### src/design/mwl_pkg.sv
// Package for the mode-word load and initialization tracker.
package mwl_pkg;

    // Register byte offsets on the AXI4-Lite slave.
    localparam logic [7:0] OFF_MODE = 8'h00;
    localparam logic [7:0] OFF_TIMING = 8'h04;
    localparam logic [7:0] OFF_STATUS = 8'h08;
    localparam logic [7:0] OFF_MRW_MIN = 8'h0c;

    // Mode word field positions.
    localparam int CFG_LSB = 0;
    localparam int BLEN_LSB = 3;
    localparam int AMUX_BIT = 5;
    localparam int DLL_BIT = 7;
    localparam int DRV_BIT = 8;
    localparam int TERM_BIT = 9;
    localparam int ZERO_LSB = 10;
    localparam int MUX_ZERO_MSB = 18;

    // Values after reset.
    localparam logic [9:0] MODE_RESET = 10'h000;
    localparam logic [1:0] DUMMY_MIN = 2'h2;
    localparam logic [15:0] TIMING_RESET = 16'h4452;

    // Initialization counts.
    localparam int IDLE_INIT_COUNT = 1024;
    localparam int BANK_COUNT = 8;
    localparam int DLL_LOCK_CYCLES = 1024;

    // Clock and stabilization time.
    localparam int CLK_PERIOD_NS = 50;
    localparam int STABLE_TIME_US = 200;
    localparam int STABLE_CYCLES = (STABLE_TIME_US * 1000 + CLK_PERIOD_NS - 1) / CLK_PERIOD_NS;

    // Command encodings seen on the command pins.
    typedef enum logic [2:0] {
        CMD_IDLE = 3'b000,
        CMD_MODE_LOAD = 3'b001,
        CMD_REFRESH = 3'b010,
        CMD_READ = 3'b011,
        CMD_WRITE = 3'b100
    } mwl_cmd_t;

    // One command as registered on the command clock.
    typedef struct packed {
        mwl_cmd_t cmd;
        logic [2:0] bank;
        logic [18:0] addr;
    } mwl_cmd_word_t;

    // Decoded timing for the current configuration.
    typedef struct packed {
        logic [3:0] row_cycle;
        logic [3:0] read_lat;
        logic [3:0] write_lat;
        logic [3:0] burst_words;
    } mwl_timing_t;

endpackage

### src/design/mwl_mode_register.sv
// Mode-word capture, latency decode and initialization progress tracking.
`timescale 1ns/10ps

module mwl_mode_register #(
    parameter int STABLE_CYC = mwl_pkg::STABLE_CYCLES
) (
    input wire logic aclk,
    input wire logic aresetn,
    input wire mwl_pkg::mwl_cmd_word_t cmd_in,
    input wire logic cmd_valid,
    input wire logic [31:0] s_axi_awaddr,
    input wire logic s_axi_awvalid,
    output logic s_axi_awready,
    input wire logic [31:0] s_axi_wdata,
    input wire logic [3:0] s_axi_wstrb,
    input wire logic s_axi_wvalid,
    output logic s_axi_wready,
    output logic [1:0] s_axi_bresp,
    output logic s_axi_bvalid,
    input wire logic s_axi_bready,
    input wire logic [31:0] s_axi_araddr,
    input wire logic s_axi_arvalid,
    output logic s_axi_arready,
    output logic [31:0] s_axi_rdata,
    output logic [1:0] s_axi_rresp,
    output logic s_axi_rvalid,
    input wire logic s_axi_rready,
    output logic mux_mode_reg,
    output logic dll_on_reg,
    output logic drive_match_reg,
    output logic termination_reg,
    output mwl_pkg::mwl_timing_t timing_reg,
    output logic init_done_reg,
    output logic seq_error_reg
);

    ////////////////////////////////////////////////////////////////////////
    // Mode word capture.

    logic [9:0] mode_reg;
    logic [2:0] run_len_reg;
    logic [12:0] idle_cnt_reg;
    logic [7:0] bank_done_reg;
    logic [17:0] stable_cnt_reg;
    logic [10:0] dll_cnt_reg;
    logic loaded_reg;
    logic prev_load_reg;
    logic [1:0] dummy_min_reg;
    logic err_reg;
    logic [18:0] zero_mask;
    logic is_load;
    logic is_idle;
    logic is_ref;
    logic valid_word;
    logic stable_ok;

    assign is_load = cmd_valid && cmd_in.cmd == mwl_pkg::CMD_MODE_LOAD;
    assign is_idle = !cmd_valid || cmd_in.cmd == mwl_pkg::CMD_IDLE;
    assign is_ref = cmd_valid && cmd_in.cmd == mwl_pkg::CMD_REFRESH;
    assign stable_ok = stable_cnt_reg >= 18'(STABLE_CYC);

    // Reserved high address bits must be zero; bit 18 counts in multiplexed mode.
    always_comb begin
        zero_mask = 19'h3fc00;
        if (mux_mode_reg) begin
            zero_mask = 19'h7fc00;
        end
    end

    // A load with nonzero reserved bits is not taken as a mode word.
    assign valid_word = (cmd_in.addr & zero_mask) == 19'h00000;

    // The word loaded last in a run of back-to-back loads is the valid one.
    always_ff @(posedge aclk) begin
        if (!aresetn) begin
            mode_reg <= mwl_pkg::MODE_RESET;
        end else if (is_load && valid_word) begin
            mode_reg <= cmd_in.addr[9:0];
        end
    end

    always_ff @(posedge aclk) begin
        if (!aresetn) begin
            mux_mode_reg <= 1'b0;
            dll_on_reg <= 1'b0;
            drive_match_reg <= 1'b0;
            termination_reg <= 1'b0;
        end else begin
            mux_mode_reg <= mode_reg[mwl_pkg::AMUX_BIT];
            dll_on_reg <= mode_reg[mwl_pkg::DLL_BIT];
            drive_match_reg <= mode_reg[mwl_pkg::DRV_BIT];
            termination_reg <= mode_reg[mwl_pkg::TERM_BIT];
        end
    end

    ////////////////////////////////////////////////////////////////////////
    // Latency decode.

    always_ff @(posedge aclk) begin
        if (!aresetn) begin
            timing_reg <= mwl_pkg::TIMING_RESET;
        end else begin
            case (mode_reg[2:0])
                3'b000, 3'b001: timing_reg[15:4] <= {4'h4, 4'h4, 4'h5};
                3'b010: timing_reg[15:4] <= {4'h6, 4'h6, 4'h7};
                3'b011: timing_reg[15:4] <= {4'h8, 4'h8, 4'h9};
                3'b100: timing_reg[15:4] <= {4'h3, 4'h3, 4'h4};
                3'b101: timing_reg[15:4] <= {4'h5, 4'h5, 4'h6};
                default: timing_reg[15:4] <= 12'h000;
            endcase
            if (mode_reg[mwl_pkg::AMUX_BIT] && mode_reg[2:1] != 2'b11) begin
                timing_reg.read_lat <= mwl_lat(mode_reg[2:0]) + 4'h1;
                timing_reg.write_lat <= mwl_lat(mode_reg[2:0]) + 4'h2;
            end
            case (mode_reg[4:3])
                2'b00: timing_reg.burst_words <= 4'h2;
                2'b01: timing_reg.burst_words <= 4'h4;
                2'b10: timing_reg.burst_words <= 4'h8;
                default: timing_reg.burst_words <= 4'h0;
            endcase
        end
    end

    function automatic logic [3:0] mwl_lat(input logic [2:0] code);
        case (code)
            3'b010: mwl_lat = 4'h6;
            3'b011: mwl_lat = 4'h8;
            3'b100: mwl_lat = 4'h3;
            3'b101: mwl_lat = 4'h5;
            default: mwl_lat = 4'h4;
        endcase
    endfunction

    ////////////////////////////////////////////////////////////////////////
    // Initialization progress.

    always_ff @(posedge aclk) begin
        if (!aresetn) begin
            stable_cnt_reg <= 18'h00000;
        end else if (!stable_ok && is_idle) begin
            stable_cnt_reg <= stable_cnt_reg + 18'h00001;
        end
    end

    always_ff @(posedge aclk) begin
        if (!aresetn) begin
            run_len_reg <= 3'h0;
            prev_load_reg <= 1'b0;
            loaded_reg <= 1'b0;
        end else begin
            prev_load_reg <= is_load;
            if (is_load) begin
                run_len_reg <= (prev_load_reg && run_len_reg != 3'h7) ?
                    run_len_reg + 3'h1 : 3'h1;
            end
            if (prev_load_reg && !is_load && run_len_reg > {1'b0, dummy_min_reg}) begin
                loaded_reg <= 1'b1;
            end
        end
    end

    always_ff @(posedge aclk) begin
        if (!aresetn) begin
            idle_cnt_reg <= 13'h0000;
            bank_done_reg <= 8'h00;
        end else if (is_load) begin
            idle_cnt_reg <= 13'h0000;
            bank_done_reg <= 8'h00;
        end else if (loaded_reg && !init_done_reg) begin
            if (is_idle && idle_cnt_reg < 13'(mwl_pkg::IDLE_INIT_COUNT)) begin
                idle_cnt_reg <= idle_cnt_reg + 13'h0001;
            end
            if (is_ref) begin
                bank_done_reg[cmd_in.bank] <= 1'b1;
            end
        end
    end

    always_ff @(posedge aclk) begin
        if (!aresetn) begin
            init_done_reg <= 1'b0;
        end else if (loaded_reg && &bank_done_reg &&
                     idle_cnt_reg == 13'(mwl_pkg::IDLE_INIT_COUNT)) begin
            init_done_reg <= 1'b1;
        end
    end

    always_ff @(posedge aclk) begin
        if (!aresetn) begin
            dll_cnt_reg <= 11'h000;
        end else if (!dll_on_reg) begin
            dll_cnt_reg <= 11'h000;
        end else if (dll_cnt_reg < 11'(mwl_pkg::DLL_LOCK_CYCLES)) begin
            dll_cnt_reg <= dll_cnt_reg + 11'h001;
        end
    end

    // Flags a mode load before the stable period or a read while the DLL is on but not yet locked.
    always_ff @(posedge aclk) begin
        if (!aresetn) begin
            err_reg <= 1'b0;
        end else if ((is_load && !stable_ok) ||
                     (cmd_valid && cmd_in.cmd == mwl_pkg::CMD_READ && dll_on_reg &&
                      dll_cnt_reg < 11'(mwl_pkg::DLL_LOCK_CYCLES))) begin
            err_reg <= 1'b1;
        end
    end

    assign seq_error_reg = err_reg;

    ////////////////////////////////////////////////////////////////////////
    // AXI4-Lite slave.

    always_ff @(posedge aclk) begin
        if (!aresetn) begin
            dummy_min_reg <= mwl_pkg::DUMMY_MIN;
            s_axi_awready <= 1'b0;
            s_axi_wready <= 1'b0;
            s_axi_bvalid <= 1'b0;
            s_axi_bresp <= 2'b00;
        end else begin
            s_axi_awready <= 1'b0;
            s_axi_wready <= 1'b0;
            if (s_axi_bvalid && s_axi_bready) begin
                s_axi_bvalid <= 1'b0;
            end
            if (s_axi_awvalid && s_axi_wvalid && !s_axi_bvalid &&
                !s_axi_awready) begin
                s_axi_awready <= 1'b1;
                s_axi_wready <= 1'b1;
                s_axi_bvalid <= 1'b1;
                s_axi_bresp <= 2'b00;
                if (s_axi_awaddr[7:0] == mwl_pkg::OFF_MRW_MIN) begin
                    if (s_axi_wstrb[0] && s_axi_wdata[1:0] >= 2'h2) begin
                        dummy_min_reg <= s_axi_wdata[1:0];
                    end
                end else if (s_axi_awaddr[7:0] != mwl_pkg::OFF_MODE &&
                             s_axi_awaddr[7:0] != mwl_pkg::OFF_TIMING &&
                             s_axi_awaddr[7:0] != mwl_pkg::OFF_STATUS) begin
                    s_axi_bresp <= 2'b10;
                end
            end
        end
    end

    always_ff @(posedge aclk) begin
        if (!aresetn) begin
            s_axi_arready <= 1'b0;
            s_axi_rvalid <= 1'b0;
            s_axi_rdata <= 32'h00000000;
            s_axi_rresp <= 2'b00;
        end else begin
            s_axi_arready <= 1'b0;
            if (s_axi_rvalid && s_axi_rready) begin
                s_axi_rvalid <= 1'b0;
            end
            if (s_axi_arvalid && !s_axi_rvalid && !s_axi_arready) begin
                s_axi_arready <= 1'b1;
                s_axi_rvalid <= 1'b1;
                s_axi_rresp <= 2'b00;
                case (s_axi_araddr[7:0])
                    mwl_pkg::OFF_MODE: s_axi_rdata <= {22'h000000, mode_reg};
                    mwl_pkg::OFF_TIMING: s_axi_rdata <= {16'h0000, timing_reg};
                    mwl_pkg::OFF_STATUS: s_axi_rdata <= {init_done_reg, err_reg,
                        loaded_reg, stable_ok, bank_done_reg, 7'h00, idle_cnt_reg};
                    mwl_pkg::OFF_MRW_MIN: s_axi_rdata <= {30'h00000000, dummy_min_reg};
                    default: begin
                        s_axi_rdata <= 32'h00000000;
                        s_axi_rresp <= 2'b10;
                    end
                endcase
            end
        end
    end

    ////////////////////////////////////////////////////////////////////////
    // Checks.

    a_done_needs_banks: assert property (@(posedge aclk) disable iff (!aresetn)
        $rose(init_done_reg) |-> $past(&bank_done_reg))
        else $error("init done without all banks refreshed");

    a_zero_bits_gate: assert property (@(posedge aclk) disable iff (!aresetn)
        (is_load && cmd_in.addr[17:10] != 8'h00) |=> $stable(mode_reg))
        else $error("mode word taken with reserved bits set");

    a_mode_capture: assert property (@(posedge aclk) disable iff (!aresetn)
        (is_load && valid_word) |=> mode_reg == $past(cmd_in.addr[9:0]))
        else $error("mode word not captured");

    a_mux_follows: assert property (@(posedge aclk) disable iff (!aresetn)
        (is_load && valid_word) |=> ##1 mux_mode_reg == $past(cmd_in.addr[5], 2))
        else $error("addressing mode not updated");

    a_cfg_decode: assert property (@(posedge aclk) disable iff (!aresetn)
        (mode_reg[2:0] == 3'b100 && !mode_reg[5]) [*2] |-> timing_reg.read_lat == 4'h3)
        else $error("latency decode wrong");

    a_mux_latency: assert property (@(posedge aclk) disable iff (!aresetn)
        (mode_reg[2:0] == 3'b010 && mode_reg[5]) [*2] |-> timing_reg.write_lat == 4'h8)
        else $error("multiplexed latency not extended");

    a_burst_len: assert property (@(posedge aclk) disable iff (!aresetn)
        (mode_reg[4:3] == 2'b01) [*2] |-> timing_reg.burst_words == 4'h4)
        else $error("burst length decode wrong");

    a_dll_enable: assert property (@(posedge aclk) disable iff (!aresetn)
        ($rose(mode_reg[7])) |=> dll_on_reg)
        else $error("DLL enable not applied");

endmodule

### config.mk
export PLATFORM = sky130hd
export DESIGN_NAME = mwl_mode_register
export DESIGN_NICKNAME = d
export VERILOG_FILES = /design/src/design/mwl_pkg.sv /design/src/design/mwl_mode_register.sv
export SDC_FILE = /design/constraint.sdc
export NUM_CORES = 1
export LEC_CHECK = 0
export ABC_AREA = 1
export BUFFER_PORTS_ARGS = -buffer_cell sky130_fd_sc_hd__buf_2
export CAP_MARGIN = 20
export CORE_UTILIZATION = 30
export CTS_CLUSTER_SIZE = 28
export DETAILED_ROUTE_END_ITERATION = 6
export GPL_TIMING_DRIVEN = 0
export PLACE_DENSITY = 0.63
export SYNTH_ARGS = -nofsm -noshare
export SYNTH_HDL_FRONTEND = slang
export SYNTH_SLANG_ARGS = --single-unit
### constraint.sdc
create_clock -name aclk -period 2.8 [get_ports aclk]
set_input_delay 0.56 -clock aclk [delete_from_list [all_inputs] [get_ports aclk]]
set_output_delay 0.56 -clock aclk [all_outputs]
set_load 0.005 [all_outputs]
# Word-level counts from Yosys, hierarchy flattened
# Cells that the tools add are included.
dict set report totals {
  reg_bits 129
  in_bits 133
  wordCells 134
  out_inout_bits 63
}
dict set report op_classes {
  order_cmp 7
  reduce_logical 53
  eq_ne 19
  mux 20
  bitwise_logic 3
  add_sub_neg 6
}
# operator count
set op_table {}
lappend op_table {{32-bit one-hot mux with 4 select lines} 1}
lappend op_table {{12-bit one-hot mux with 5 select lines} 1}
lappend op_table {{1-bit logical AND} 27}
lappend op_table {{8-bit by 4-bit == test with 1-bit output, second input constant} 3}
lappend op_table {{19-bit AND} 1}
lappend op_table {{19-bit zero test} 1}
lappend op_table {{19-bit 2-to-1 mux} 1}
lappend op_table {{18-bit by 1-bit adder with 18-bit output, second input constant} 1}
lappend op_table {{18-bit by 12-bit >= comparator with 1-bit output, second input constant} 1}
lappend op_table {{4-bit one-hot mux with 4 select lines} 1}
lappend op_table {{13-bit by 1-bit adder with 13-bit output, second input constant} 1}
lappend op_table {{13-bit by 11-bit == test with 1-bit output, second input constant} 1}
lappend op_table {{13-bit by 11-bit less-than comparator with 1-bit output, second input constant} 1}
lappend op_table {{3-bit by 2-bit == test with 1-bit output, second input constant} 4}
lappend op_table {{4-bit one-hot mux with 3 select lines} 1}
lappend op_table {{11-bit by 1-bit adder with 11-bit output, second input constant} 1}
lappend op_table {{11-bit less-than comparator, second input constant} 1}
lappend op_table {{8-bit by 3-bit == test with 1-bit output, second input constant} 1}
lappend op_table {{1-bit zero test} 8}
lappend op_table {{8-bit zero test} 1}
lappend op_table {{4-bit 2-to-1 mux} 2}
lappend op_table {{8-bit 2-to-1 mux} 1}
lappend op_table {{8-bit by 3-bit != test with 1-bit output, second input constant} 1}
lappend op_table {{8-bit by 4-bit != test with 1-bit output, second input constant} 1}
lappend op_table {{other kinds (29)} 45}

# Logic depth before layout (Yosys ltp)
# Gate-level depths: netlist (run 1).
dict set report depth {
  depth_word 6
  ltp_mapped 10
  depth_no_buf 10
}

# Least setup slack after synthesis (run 1)
# No wires, ideal clock.
dict set report synth_path {
  path_type {input to register}
  startpoint {input cmd_in[23] (netlist bit)}
  endpoint {register mode_reg[0]}
  path_slack_ns 1.351
  arrival_ns 1.333
  stages 7
  required_ns 2.684
  path_buffers 1
  setup_ns 0.116
  path_cell_list {inv_1 -> nand4_1 -> nor2_1 -> nand2_1 -> clkbuf_1 -> o21ai_0 -> nor2_1}
}
dict set report synth_via {
  elab_chain_cells 3
}
# element line
set synth_lines {}
lappend synth_lines {{start: declaration} mwl_mode_register.sv:9} ;# input wire mwl_pkg::mwl_cmd_word_t cmd_in,
lappend synth_lines {{3-bit by 1-bit == test with 1-bit output} mwl_mode_register.sv:57} ;# assign is_load = cmd_valid && cmd_in.cmd == mwl_pkg::CMD_MODE_LOAD;
lappend synth_lines {{1-bit logical AND} mwl_mode_register.sv:57}
lappend synth_lines {{1-bit logical AND} mwl_mode_register.sv:77} ;# end else if (is_load && valid_word) begin
lappend synth_lines {{end signal: assignment} mwl_mode_register.sv:76} ;# mode_reg <= mwl_pkg::MODE_RESET;
lappend synth_lines {{end signal: assignment} mwl_mode_register.sv:78} ;# mode_reg <= cmd_in.addr[9:0];
lappend synth_lines {{end: declaration} mwl_mode_register.sv:40} ;# logic [9:0] mode_reg;
# No other way between the ends.
# A chain may end at the register's enable or synchronous reset.

# Worst setup path in the final report (run 1)
dict set report layout_path {
  startpoint {input cmd_in[23] (netlist bit)}
  endpoint {register idle_cnt_reg[8]}
}
dict set report layout_via {
  elab_chain_cells 4
  word_cells_on_any_way 7
  cone_classes {eq/ne (1); reduce/logical (6)}
}
# element line
set layout_lines {}
lappend layout_lines {{3-bit zero test} mwl_mode_register.sv:58} ;# assign is_idle = !cmd_valid || cmd_in.cmd == mwl_pkg::CMD_IDLE;
lappend layout_lines {{1-bit logical OR} mwl_mode_register.sv:58}
lappend layout_lines {{1-bit logical AND} mwl_mode_register.sv:170} ;# if (is_idle && idle_cnt_reg < 13'(mwl_pkg::IDLE_INIT_COUNT)) begin
lappend layout_lines {{2-bit AND reduction (no source line)} n/a}
lappend layout_lines {{end signal: assignment} mwl_mode_register.sv:171} ;# idle_cnt_reg <= idle_cnt_reg + 13'h0001;
lappend layout_lines {{end: declaration} mwl_mode_register.sv:42} ;# logic [12:0] idle_cnt_reg;
# Parallel ways exist; a longest one is shown, timed or not.

==> results of run 1 <==
==> per-layer routing <==
| metal | GRT usage [%] | vias to the layer above | share of wire (%) | wire (µm) |
|---|---|---|---|---|
| met1 | 20.7 | 2289 | 45 | 6480 |
| met2 | 27.1 | 151 | 46 | 6660 |
| met4 | 7.68 | 0 | 2.7 | 381 |
| met5 | 0 | - | 0 | 0 |
| li1 | - | 2668 | - | - |
| met3 | 3.44 | 27 | 5.7 | 815 |
==> metrics by stage <==
step,cells,cell area [µm²],power (mW),utilization (%)
after floorplan,762,5350,1.89,-
after global placement,1094,6170,1.97,35.7
after detailed placement,1094,6170,1.97,35.7
after CTS,1124,6820,4.39,39.4
after global routing,1124,6820,4.49,39.4
final,1124,6820,4.34,39.4
==> critical path, stage by stage <==
cell and delay [ns]:
sky130_fd_sc_hd__buf_2 0.10, sky130_fd_sc_hd__inv_1 0.10, sky130_fd_sc_hd__nand4_1 0.39, sky130_fd_sc_hd__inv_1 0.14
sky130_fd_sc_hd__nor2_1 0.12, sky130_fd_sc_hd__inv_1 0.09, sky130_fd_sc_hd__clkbuf_1 0.40, sky130_fd_sc_hd__a21oi_1 0.10
==> worst max path at each step <==
stage               start               end  slack (ns)  cells after the start
6_report       cmd_in[23]   idle_cnt_reg[8]        1.05                      8
5_1_grt        cmd_in[23]   idle_cnt_reg[8]        0.96                      8
4_1_cts        cmd_in[23]   idle_cnt_reg[8]        1.11                      8
2_1_floorplan  cmd_in[23]       mode_reg[0]        1.35                      7
3_5_place_dp   cmd_in[23]   idle_cnt_reg[8]        0.66                      8
3_3_place_gp   cmd_in[23]  bank_done_reg[3]        0.67                      8
==> logic make-up (layout without fill, tap and decap cells) <==
| group | count (synthesis) | after routing | synth area share [%] |
|---|---|---|---|
| other | 1 | 7 | 0.0703 |
| flip-flops | 122 | 122 | 45.8 |
| XOR/XNOR | 8 | 8 | 1.31 |
| AO/OA/AOI/OAI | 125 | 125 | 12.1 |
| adder cells (fa/ha/maj) | 11 | 11 | 2.58 |
| AND/OR/NAND/NOR | 368 | 368 | 28.7 |
| buffers and inverters | 121 | 258 | 9.39 |
==> where the power goes <==
group	total [mW]	internal (mW)	leakage, nW	switching (mW)
Sequential	1.76	1.75	0.984	0.00946
Combinational	0.179	0.0648	1.72	0.114
Clock	2.40	1.66	0.322	0.746
==> synthesized netlist by cell type, drive strengths merged <==
library cell	count
clkbuf	13
a21oi	75
and3	4
nand3	43
buf	15
nand4	9
dfxtp	122
o22ai	2
nor2	85
nor3	14
ha	11
a21o	1
nor4	2
nand2	208
o311ai	1
nand3b	3
xor2	7
inv	93
xnor2	1
o211ai	2
a31oi	4
o21ai	40
conb	1
==> cell type report <==
class                   count  area (µm²)  area share, %
repair buffers            107         536           7.85
clock inverters             8         165           2.42
plain buffers              28         151           2.22
multi-input cells         519        2410           35.4
clock buffers              22         484           7.10
inverters                  93         349           5.12
flip-flops and latches    122        2440           35.8
well taps                 225         282           4.13
==> results.md, run 1 <==
Status:
- The flow ran to the end, and the final reports show no timing, DRC or antenna violations.

STA:
- The final setup TNS is 0 ns.
- The part of the cycle the worst path needs is 62.3%.
- The worst clock skew on the final layout is 0.00844 ns.
- The final hold violation count is 0.
- The number of max-slew violations in the final report is 0.
- Static timing analysis puts the maximum clock frequency at 573 MHz.
- Measured against its own limit, the worst slew margin works out to 56.3%.
- Across all setup checks in the final design, the least slack found is 1.05 ns.
- For the pin with the worst max-slew slack, the measured transition is 0.655 ns.
- Setup violations remaining at the end of the flow were counted as 0.
- Setup repair after global routing left no endpoint under its margin.
- The routed design could run at a clock period as short as 1.75 ns.
- The worst hold slack across all endpoints is 0.386 ns.

Final layout:
- The library cells used most frequently in the layout, excluding fill and tap cells, are sky130_fd_sc_hd__nand2_1 (207), sky130_fd_sc_hd__dfxtp_1 (122), sky130_fd_sc_hd__buf_2 (111).
- The filler cells instantiated in the layout total 1823.
- The proportion of layout cells with a drive suffix above 1 is 18.2%.
- Leaving out fill and tap cells, the most frequent cell in the layout is sky130_fd_sc_hd__nand2_1.
- 0 antenna diodes ended up in the layout.
- The final layout contains 1032 nets.
- The layout overhead on the synthesized area is 27.9%.
- The flip-flop count of the largest register, all copies and words added is 28.

Critical path:
- The number of cells traversed by the worst register-to-register path is 6.
- The endpoint required time on the critical path is 3.07 ns.
- The data arrival time of the critical path is 2.01 ns.
- STA classifies the critical path startpoint as an input port.
- The critical path is of the input port to flop type.
- The reg-to-reg critical path endpoint is idle_cnt_reg[8].
- In this run the critical register-to-register path is launched from idle_cnt_reg[0].
- The worst setup path is captured at a flop.
- In this run the worst path has a maximum fanout of 10.
- The flop-to-flop setup slack is 1.11 ns.

Clocking:
- CTS placed an instance of sky130_fd_sc_hd__clkbuf_16 at the clock tree root.
- The post-CTS setup buffer count is 0.
- The post-cts hold buffer count is 0.
- Counting along the longest clock path gives a buffer depth of 2.
- CTS built an H-tree with a depth of 4.
- The clock transition at the registers of the reported paths is 0.05 ns.
- The TritonCTS clock tree is built.
- The clock latency reported for the late side of the worst-skew pair is 0.42 ns.
- The post-cts sizing count is 0.
- The number of buffers added by the clock tree synthesis step is 17.
- Counting every sink on the clock net gives 122.

Drt:
- Dividing the detail-routed via count by the number of cells gives 4.57.
- The final layout contains routed wiring with a total length of 14300 µm.
- The count of unresolved DRC violations after routing is 0.
- The number of iterations in the first detailed-routing pass is 5.
- The count of nets left with antenna violations once routing finished came out at 0.
- The wire length per cell is 12.8 µm.
- For this block, the initial DRC count from the detailed router was 194.
- The routed layout has 5135 vias.

Floorplan:
- The total number of placement rows is 48.
- The die width is 135 µm.
- The standard cell core area is 17300 µm².
- The initial core utilization is 30.8%.
- During I/O placement, the number of pins put on the boundary was 196.
- The area of the die is 18300 µm².
- The die is 135 µm tall.

Yosys:
- The synthesized design contains 122 register bits.
- In this run, distinct cell masters in the synthesized netlist total 32.
- Ranked by total cell area, the synthesized netlist is headed by sky130_fd_sc_hd__dfxtp_1 (46%), sky130_fd_sc_hd__nand2_1 (15%), sky130_fd_sc_hd__a21oi_1 (7.0%), sky130_fd_sc_hd__inv_1 (5.9%), sky130_fd_sc_hd__nor2_1 (5.8%).
- The biggest area contributor in the post-synthesis netlist is sky130_fd_sc_hd__dfxtp_1.
- A synthesized cell averages 7.05 µm².
- The cell count after synthesis is 756.
- The number of warnings issued by yosys is 0.
- Summing the sequential cell areas from Yosys gives 45.8% of the chip area.
- The top cell type by area accounts for 45.8% of the synthesized area.
- The cell area that synthesis handed to floorplanning was 5330 µm².

GRT:
- The total overflow left after global routing is 0.
- The initial antenna violation count came to 0.
- Entering global routing, the biggest net connects 17 pins.
- For this run, the total global-route usage over all layers was measured as 16.5%.
- The first global-routing pass estimated 23200 µm of wire.
- The number of global-route vias before repair is 4781.

Placed design:
- The pre-CTS worst setup slack is 0.664 ns.
- The count of buffers added on input and output ports is 107.
- The routability congestion estimate from global placement is 0.922.
- The HPWL after detailed placement is 11100 µm.

Worst hold path:
- The startpoint of the worst hold path is s_axi_bready.
- In this run the worst hold path is classified as input port to flop.
- The worst hold path was traced through 4 stages.
- The worst hold path terminates at s_axi_bvalid.

Power:
- IR analysis of the VDD net gives a maximum drop of 418 µV.
- For this design the static power due to leakage is 3.02 nW.
- The total power per unit cell area is 637 nW/µm².

Run:
- The number of violations of the max-capacitance limit is 0.
No activity file was read; power rests on OpenSTA's default activity.
==> run 2: changes to the inputs <==
Settings changed: ABC_AREA 1 to 0.
Clock period 2.8 ns to 1.8 ns, I/O delays scaled along.
==> results.md, run 2 <==
Yosys:
- In this run, synthesis inferred 0 flip-flops with an integrated enable.
- The most common cell in the synthesized netlist is sky130_fd_sc_hd__dfxtp_1.
- The share of synthesized area in the top cell type comes to 47.7%.
- After synthesis, the largest family of logic cells by area is simple AND/OR/NAND/NOR gates.
- The netlist area before placement is 5120 µm².
- The flip-flop and latch count after synthesis is 122.
- Yosys attributes the largest share of cell area to sky130_fd_sc_hd__dfxtp_1 (48%), sky130_fd_sc_hd__nor2_1 (6.0%), sky130_fd_sc_hd__a22oi_1 (3.7%), sky130_fd_sc_hd__mux2i_1 (3.5%), sky130_fd_sc_hd__a21oi_1 (3.1%).
- The commonest cells after synthesis are sky130_fd_sc_hd__dfxtp_1 (122), sky130_fd_sc_hd__nor2_1 (82), sky130_fd_sc_hd__a21oi_1 (32), sky130_fd_sc_hd__nand2_1 (31).
- The portion of netlist area occupied by mux cells is 4.18%.
- The cell count after synthesis is 562.
- The largest area contributor in the synthesized netlist is sky130_fd_sc_hd__dfxtp_1.
- The post-synthesis share of cell area spent on xor and xnor gates is 3.25%.
- The post-synthesis compound-gate area fraction is 14.0%.
- The number of warnings issued by yosys is 0.
- The adder-cell area share of the yosys netlist is 2.69%.
- The flip-flop cell with the highest count after synthesis is sky130_fd_sc_hd__dfxtp_1.
- The number of different library cells in the post-synthesis netlist is 62.
- The simple-gate area share of the yosys netlist is 23.2%.
- The average instance in the mapped netlist occupies 9.12 µm².
- The post-synthesis sequential area ratio is 47.7%.
- The async set or reset register ratio after synthesis is 0%.

Drt:
- After detailed routing, the number of vias per cell comes to 4.84.
- Dividing the detail-routed wire length by the instance count gives 14.6 µm.
- The count of nets left with antenna violations after detail routing is 0.
- In the routed design, unresolved DRC markers number 0.
- For this block, the routed nets add up to 13600 µm of wire.
- The DRC marker count from the first detailed-route iteration is 237.
- Across all layers, the routed design uses 4506 vias.
- The first detailed-routing pass took 4 iterations.

Critical path:
- The worst setup path is captured at a flop.
- The slowest cell on the critical path is sky130_fd_sc_hd__or4b_4.
- The worst setup path is launched from a flop.
- The worst setup path category is flop to flop.
- For this run, the slowest stage of the critical path takes 0.53 ns.
- Walking the worst path, the cells encountered are or4b_4, or4_4, or3_1, a21oi_1.
- At the worst endpoint, the required time is 2.15 ns.
- The data arrival time of the critical path is 2.19 ns.
- Of all nets on the critical path, the largest fanout is 4.
- On the critical path the largest part of the delay comes from simple AND/OR/NAND/NOR gates.
- The sum of buffers and inverters on the critical path is 0.

Power:
- The switching power as a share of total power is 21.6%.
- Per report_power, the sequential group accounts for 40.5% of the total.
- The net switching power is 1.45 mW.
- Combinational logic is responsible for 4.2% of the overall power.
- In this run the power density over the cells is 992 nW/µm².
- The leakage power is 2.77 nW.
- The total internal power is 5.28 mW.
- The clock network accounts for 55.3% of the total power.
- The worst-case vdd ir drop is 634 µV.
- The total power of the final layout is 6.73 mW.

Worst hold path:
- The min-delay analysis places its worst path in the category input port to flop.

STA:
- The time the final worst path needs with I/O delays and setup is 1.84 ns.
- The fmax is 544 MHz.
- For the pin with the worst max-slew slack, the measured transition is 0.697 ns.
- The number of max-slew violations in the final report is 0.
- Setup slack on the critical path of the routed design comes to -0.0389 ns.
- Dividing the final minimum period by the clock period gives 102%.
- The worst clock skew on the final layout is 0.00538 ns.
- Headroom to the max-slew limit came out at 53.5%.
- Setup repair after global routing could not meet its margin everywhere.
- Setup violations remaining at the end of the flow were counted as 2.
- The final hold violation count came to 0.
- Across all hold checks on the routed design, the worst slack comes to 0.170 ns.

Clocking:
- TritonCTS built the clock tree.
- The H-tree was split into 4 levels.
- The clock reaches the later pin of the worst-skew pair after 0.42 ns.
- Clock tree synthesis selected as its root buffer the cell sky130_fd_sc_hd__clkbuf_16.
- The clock transition at the registers of the reported paths is 0.05 ns.
- The clock passes through at most 2 buffers.
- Buffers inserted during clock tree synthesis total 17.
- The clock net in this run drives a total of 122 sinks.

GRT:
- The initial antenna violation count is 0.
- Across every metal layer, demand over resource in global routing totals 15.5%.
- The first global-routing pass estimated 20900 µm of wire.
- The number of global-route vias before repair is 4031.
- The total overflow left after global routing is 0.
- The largest net degree at the start of global routing is 17.

Floorplan:
- From bottom edge to top edge, the die measures 133 µm.
- The count of pins on the block boundary is 196.
- The initial core utilization is 30.8%.
- After floorplanning, the core was sized to cover 16600 µm².
- The floorplan step defined a die boundary enclosing 17600 µm².
- The total number of placement rows is 47.
- In this run the horizontal extent of the chip is 133 µm.

Run:
- Max-cap violations in this run came to 0.

Placed design:
- The wire-length estimate of the detail-placed layout is 9940 µm.
- The number of buffer cells added on primary ports is 106.
- The routability congestion estimate from global placement is 0.820.
- At the placement stage, the worst setup path has a slack of -0.527 ns.
- The number of placed instances with taps included is 894.

Final layout:
- In the layout the commonest cells are sky130_fd_sc_hd__dfxtp_1 (116), sky130_fd_sc_hd__buf_2 (107), sky130_fd_sc_hd__nor2_1 (81).
- Compared with the post-synthesis result, the final layout area differs by 32.5%.
- The post-route non-filler standard cell count is 931.
- Leaving out fill and tap cells, the most frequent cell in the layout is sky130_fd_sc_hd__dfxtp_1.
- For this run, the share of the core covered by cells in the final layout is 40.8%.
- The proportion of layout cells with a drive suffix above 1 is 27.8%.
- The flip-flop count of the largest register, all copies and words added is 28.
- The number of antenna diodes in the final layout is 0.
- After the last flow step, the layout net total stands at 842.

Status:
- The checks that failed: negative setup slack.
- The run finished, with violations left.
[run 2: final cells by class]
class	instances	area, µm²
plain buffers	37	225
clock buffers	17	425
clock inverters	15	225
fillers	1620	9850
inverters	16	60.1
multi-input cells	391	2540
flip-flops and latches	122	2460
well taps	220	275
repair buffers	113	583
[run 2: per-layer routing]
layer  global-route usage [%]  wire (µm)  share of wire [%]  vias up
met5                        0          0                  0        -
met4                     7.66        227                1.7        0
met3                     3.56        746                5.5       16
met2                     23.5       6170                 45      124
met1                     20.6       6430                 47     2093
li1                         -          -                  -     2273
[run 2: worst paths after layout]
check	start	end	slack [ns]	cells past startpoint
max	init_done_reg	idle_cnt_reg[7]	-0.04	4
max reg2reg	init_done_reg	idle_cnt_reg[7]	-0.04	4
min reg2reg	s_axi_rdata[10]	s_axi_rdata[10]	0.45	2
min	cmd_in[6]	mode_reg[6]	0.17	3
[run 2: worst reg2reg max path, cell delays in order, from the launching register on]
cell and delay, ns:
sky130_fd_sc_hd__dfxtp_4 0.34, sky130_fd_sc_hd__or4b_4 0.53, sky130_fd_sc_hd__or4_4 0.46, sky130_fd_sc_hd__or3_1 0.32, sky130_fd_sc_hd__a21oi_1 0.12
[run 2: repair_timing]
action / 4_1_cts / 5_1_grt
setup endpoints to repair: 34 / 38
hold buffers: 0 / 0
setup buffers: 3 / 4
gates resized for setup: 20 / 28
pin swaps: 3 / 5
[run 2: stage by stage]
stage | setup TNS (ns) | instance area (µm²)
floorplan | -0.0355 | 5150
global placement | -10.70 | 5950
detailed placement | -12.26 | 5950
CTS | -0.157 | 6680
global route | -0.242 | 6790
finish | -0.0772 | 6790
[run 2: power by group through the flow]
stage	Combinational, mW	Sequential, mW	Clock [mW]
global route	0.314	2.73	3.90
global placement	0.274	2.79	0
floorplan	0.145	2.79	0
finish	0.284	2.73	3.72
detailed placement	0.276	2.79	0
CTS	0.280	2.73	3.77
[run 2: kinds of logic after synthesis]
family | count (synthesis)
simple gates | 226
xor+xnor | 19
flops | 122
other cells | 1
buf+inv | 55
fa+ha+maj | 11
compound gates | 108
mux | 20
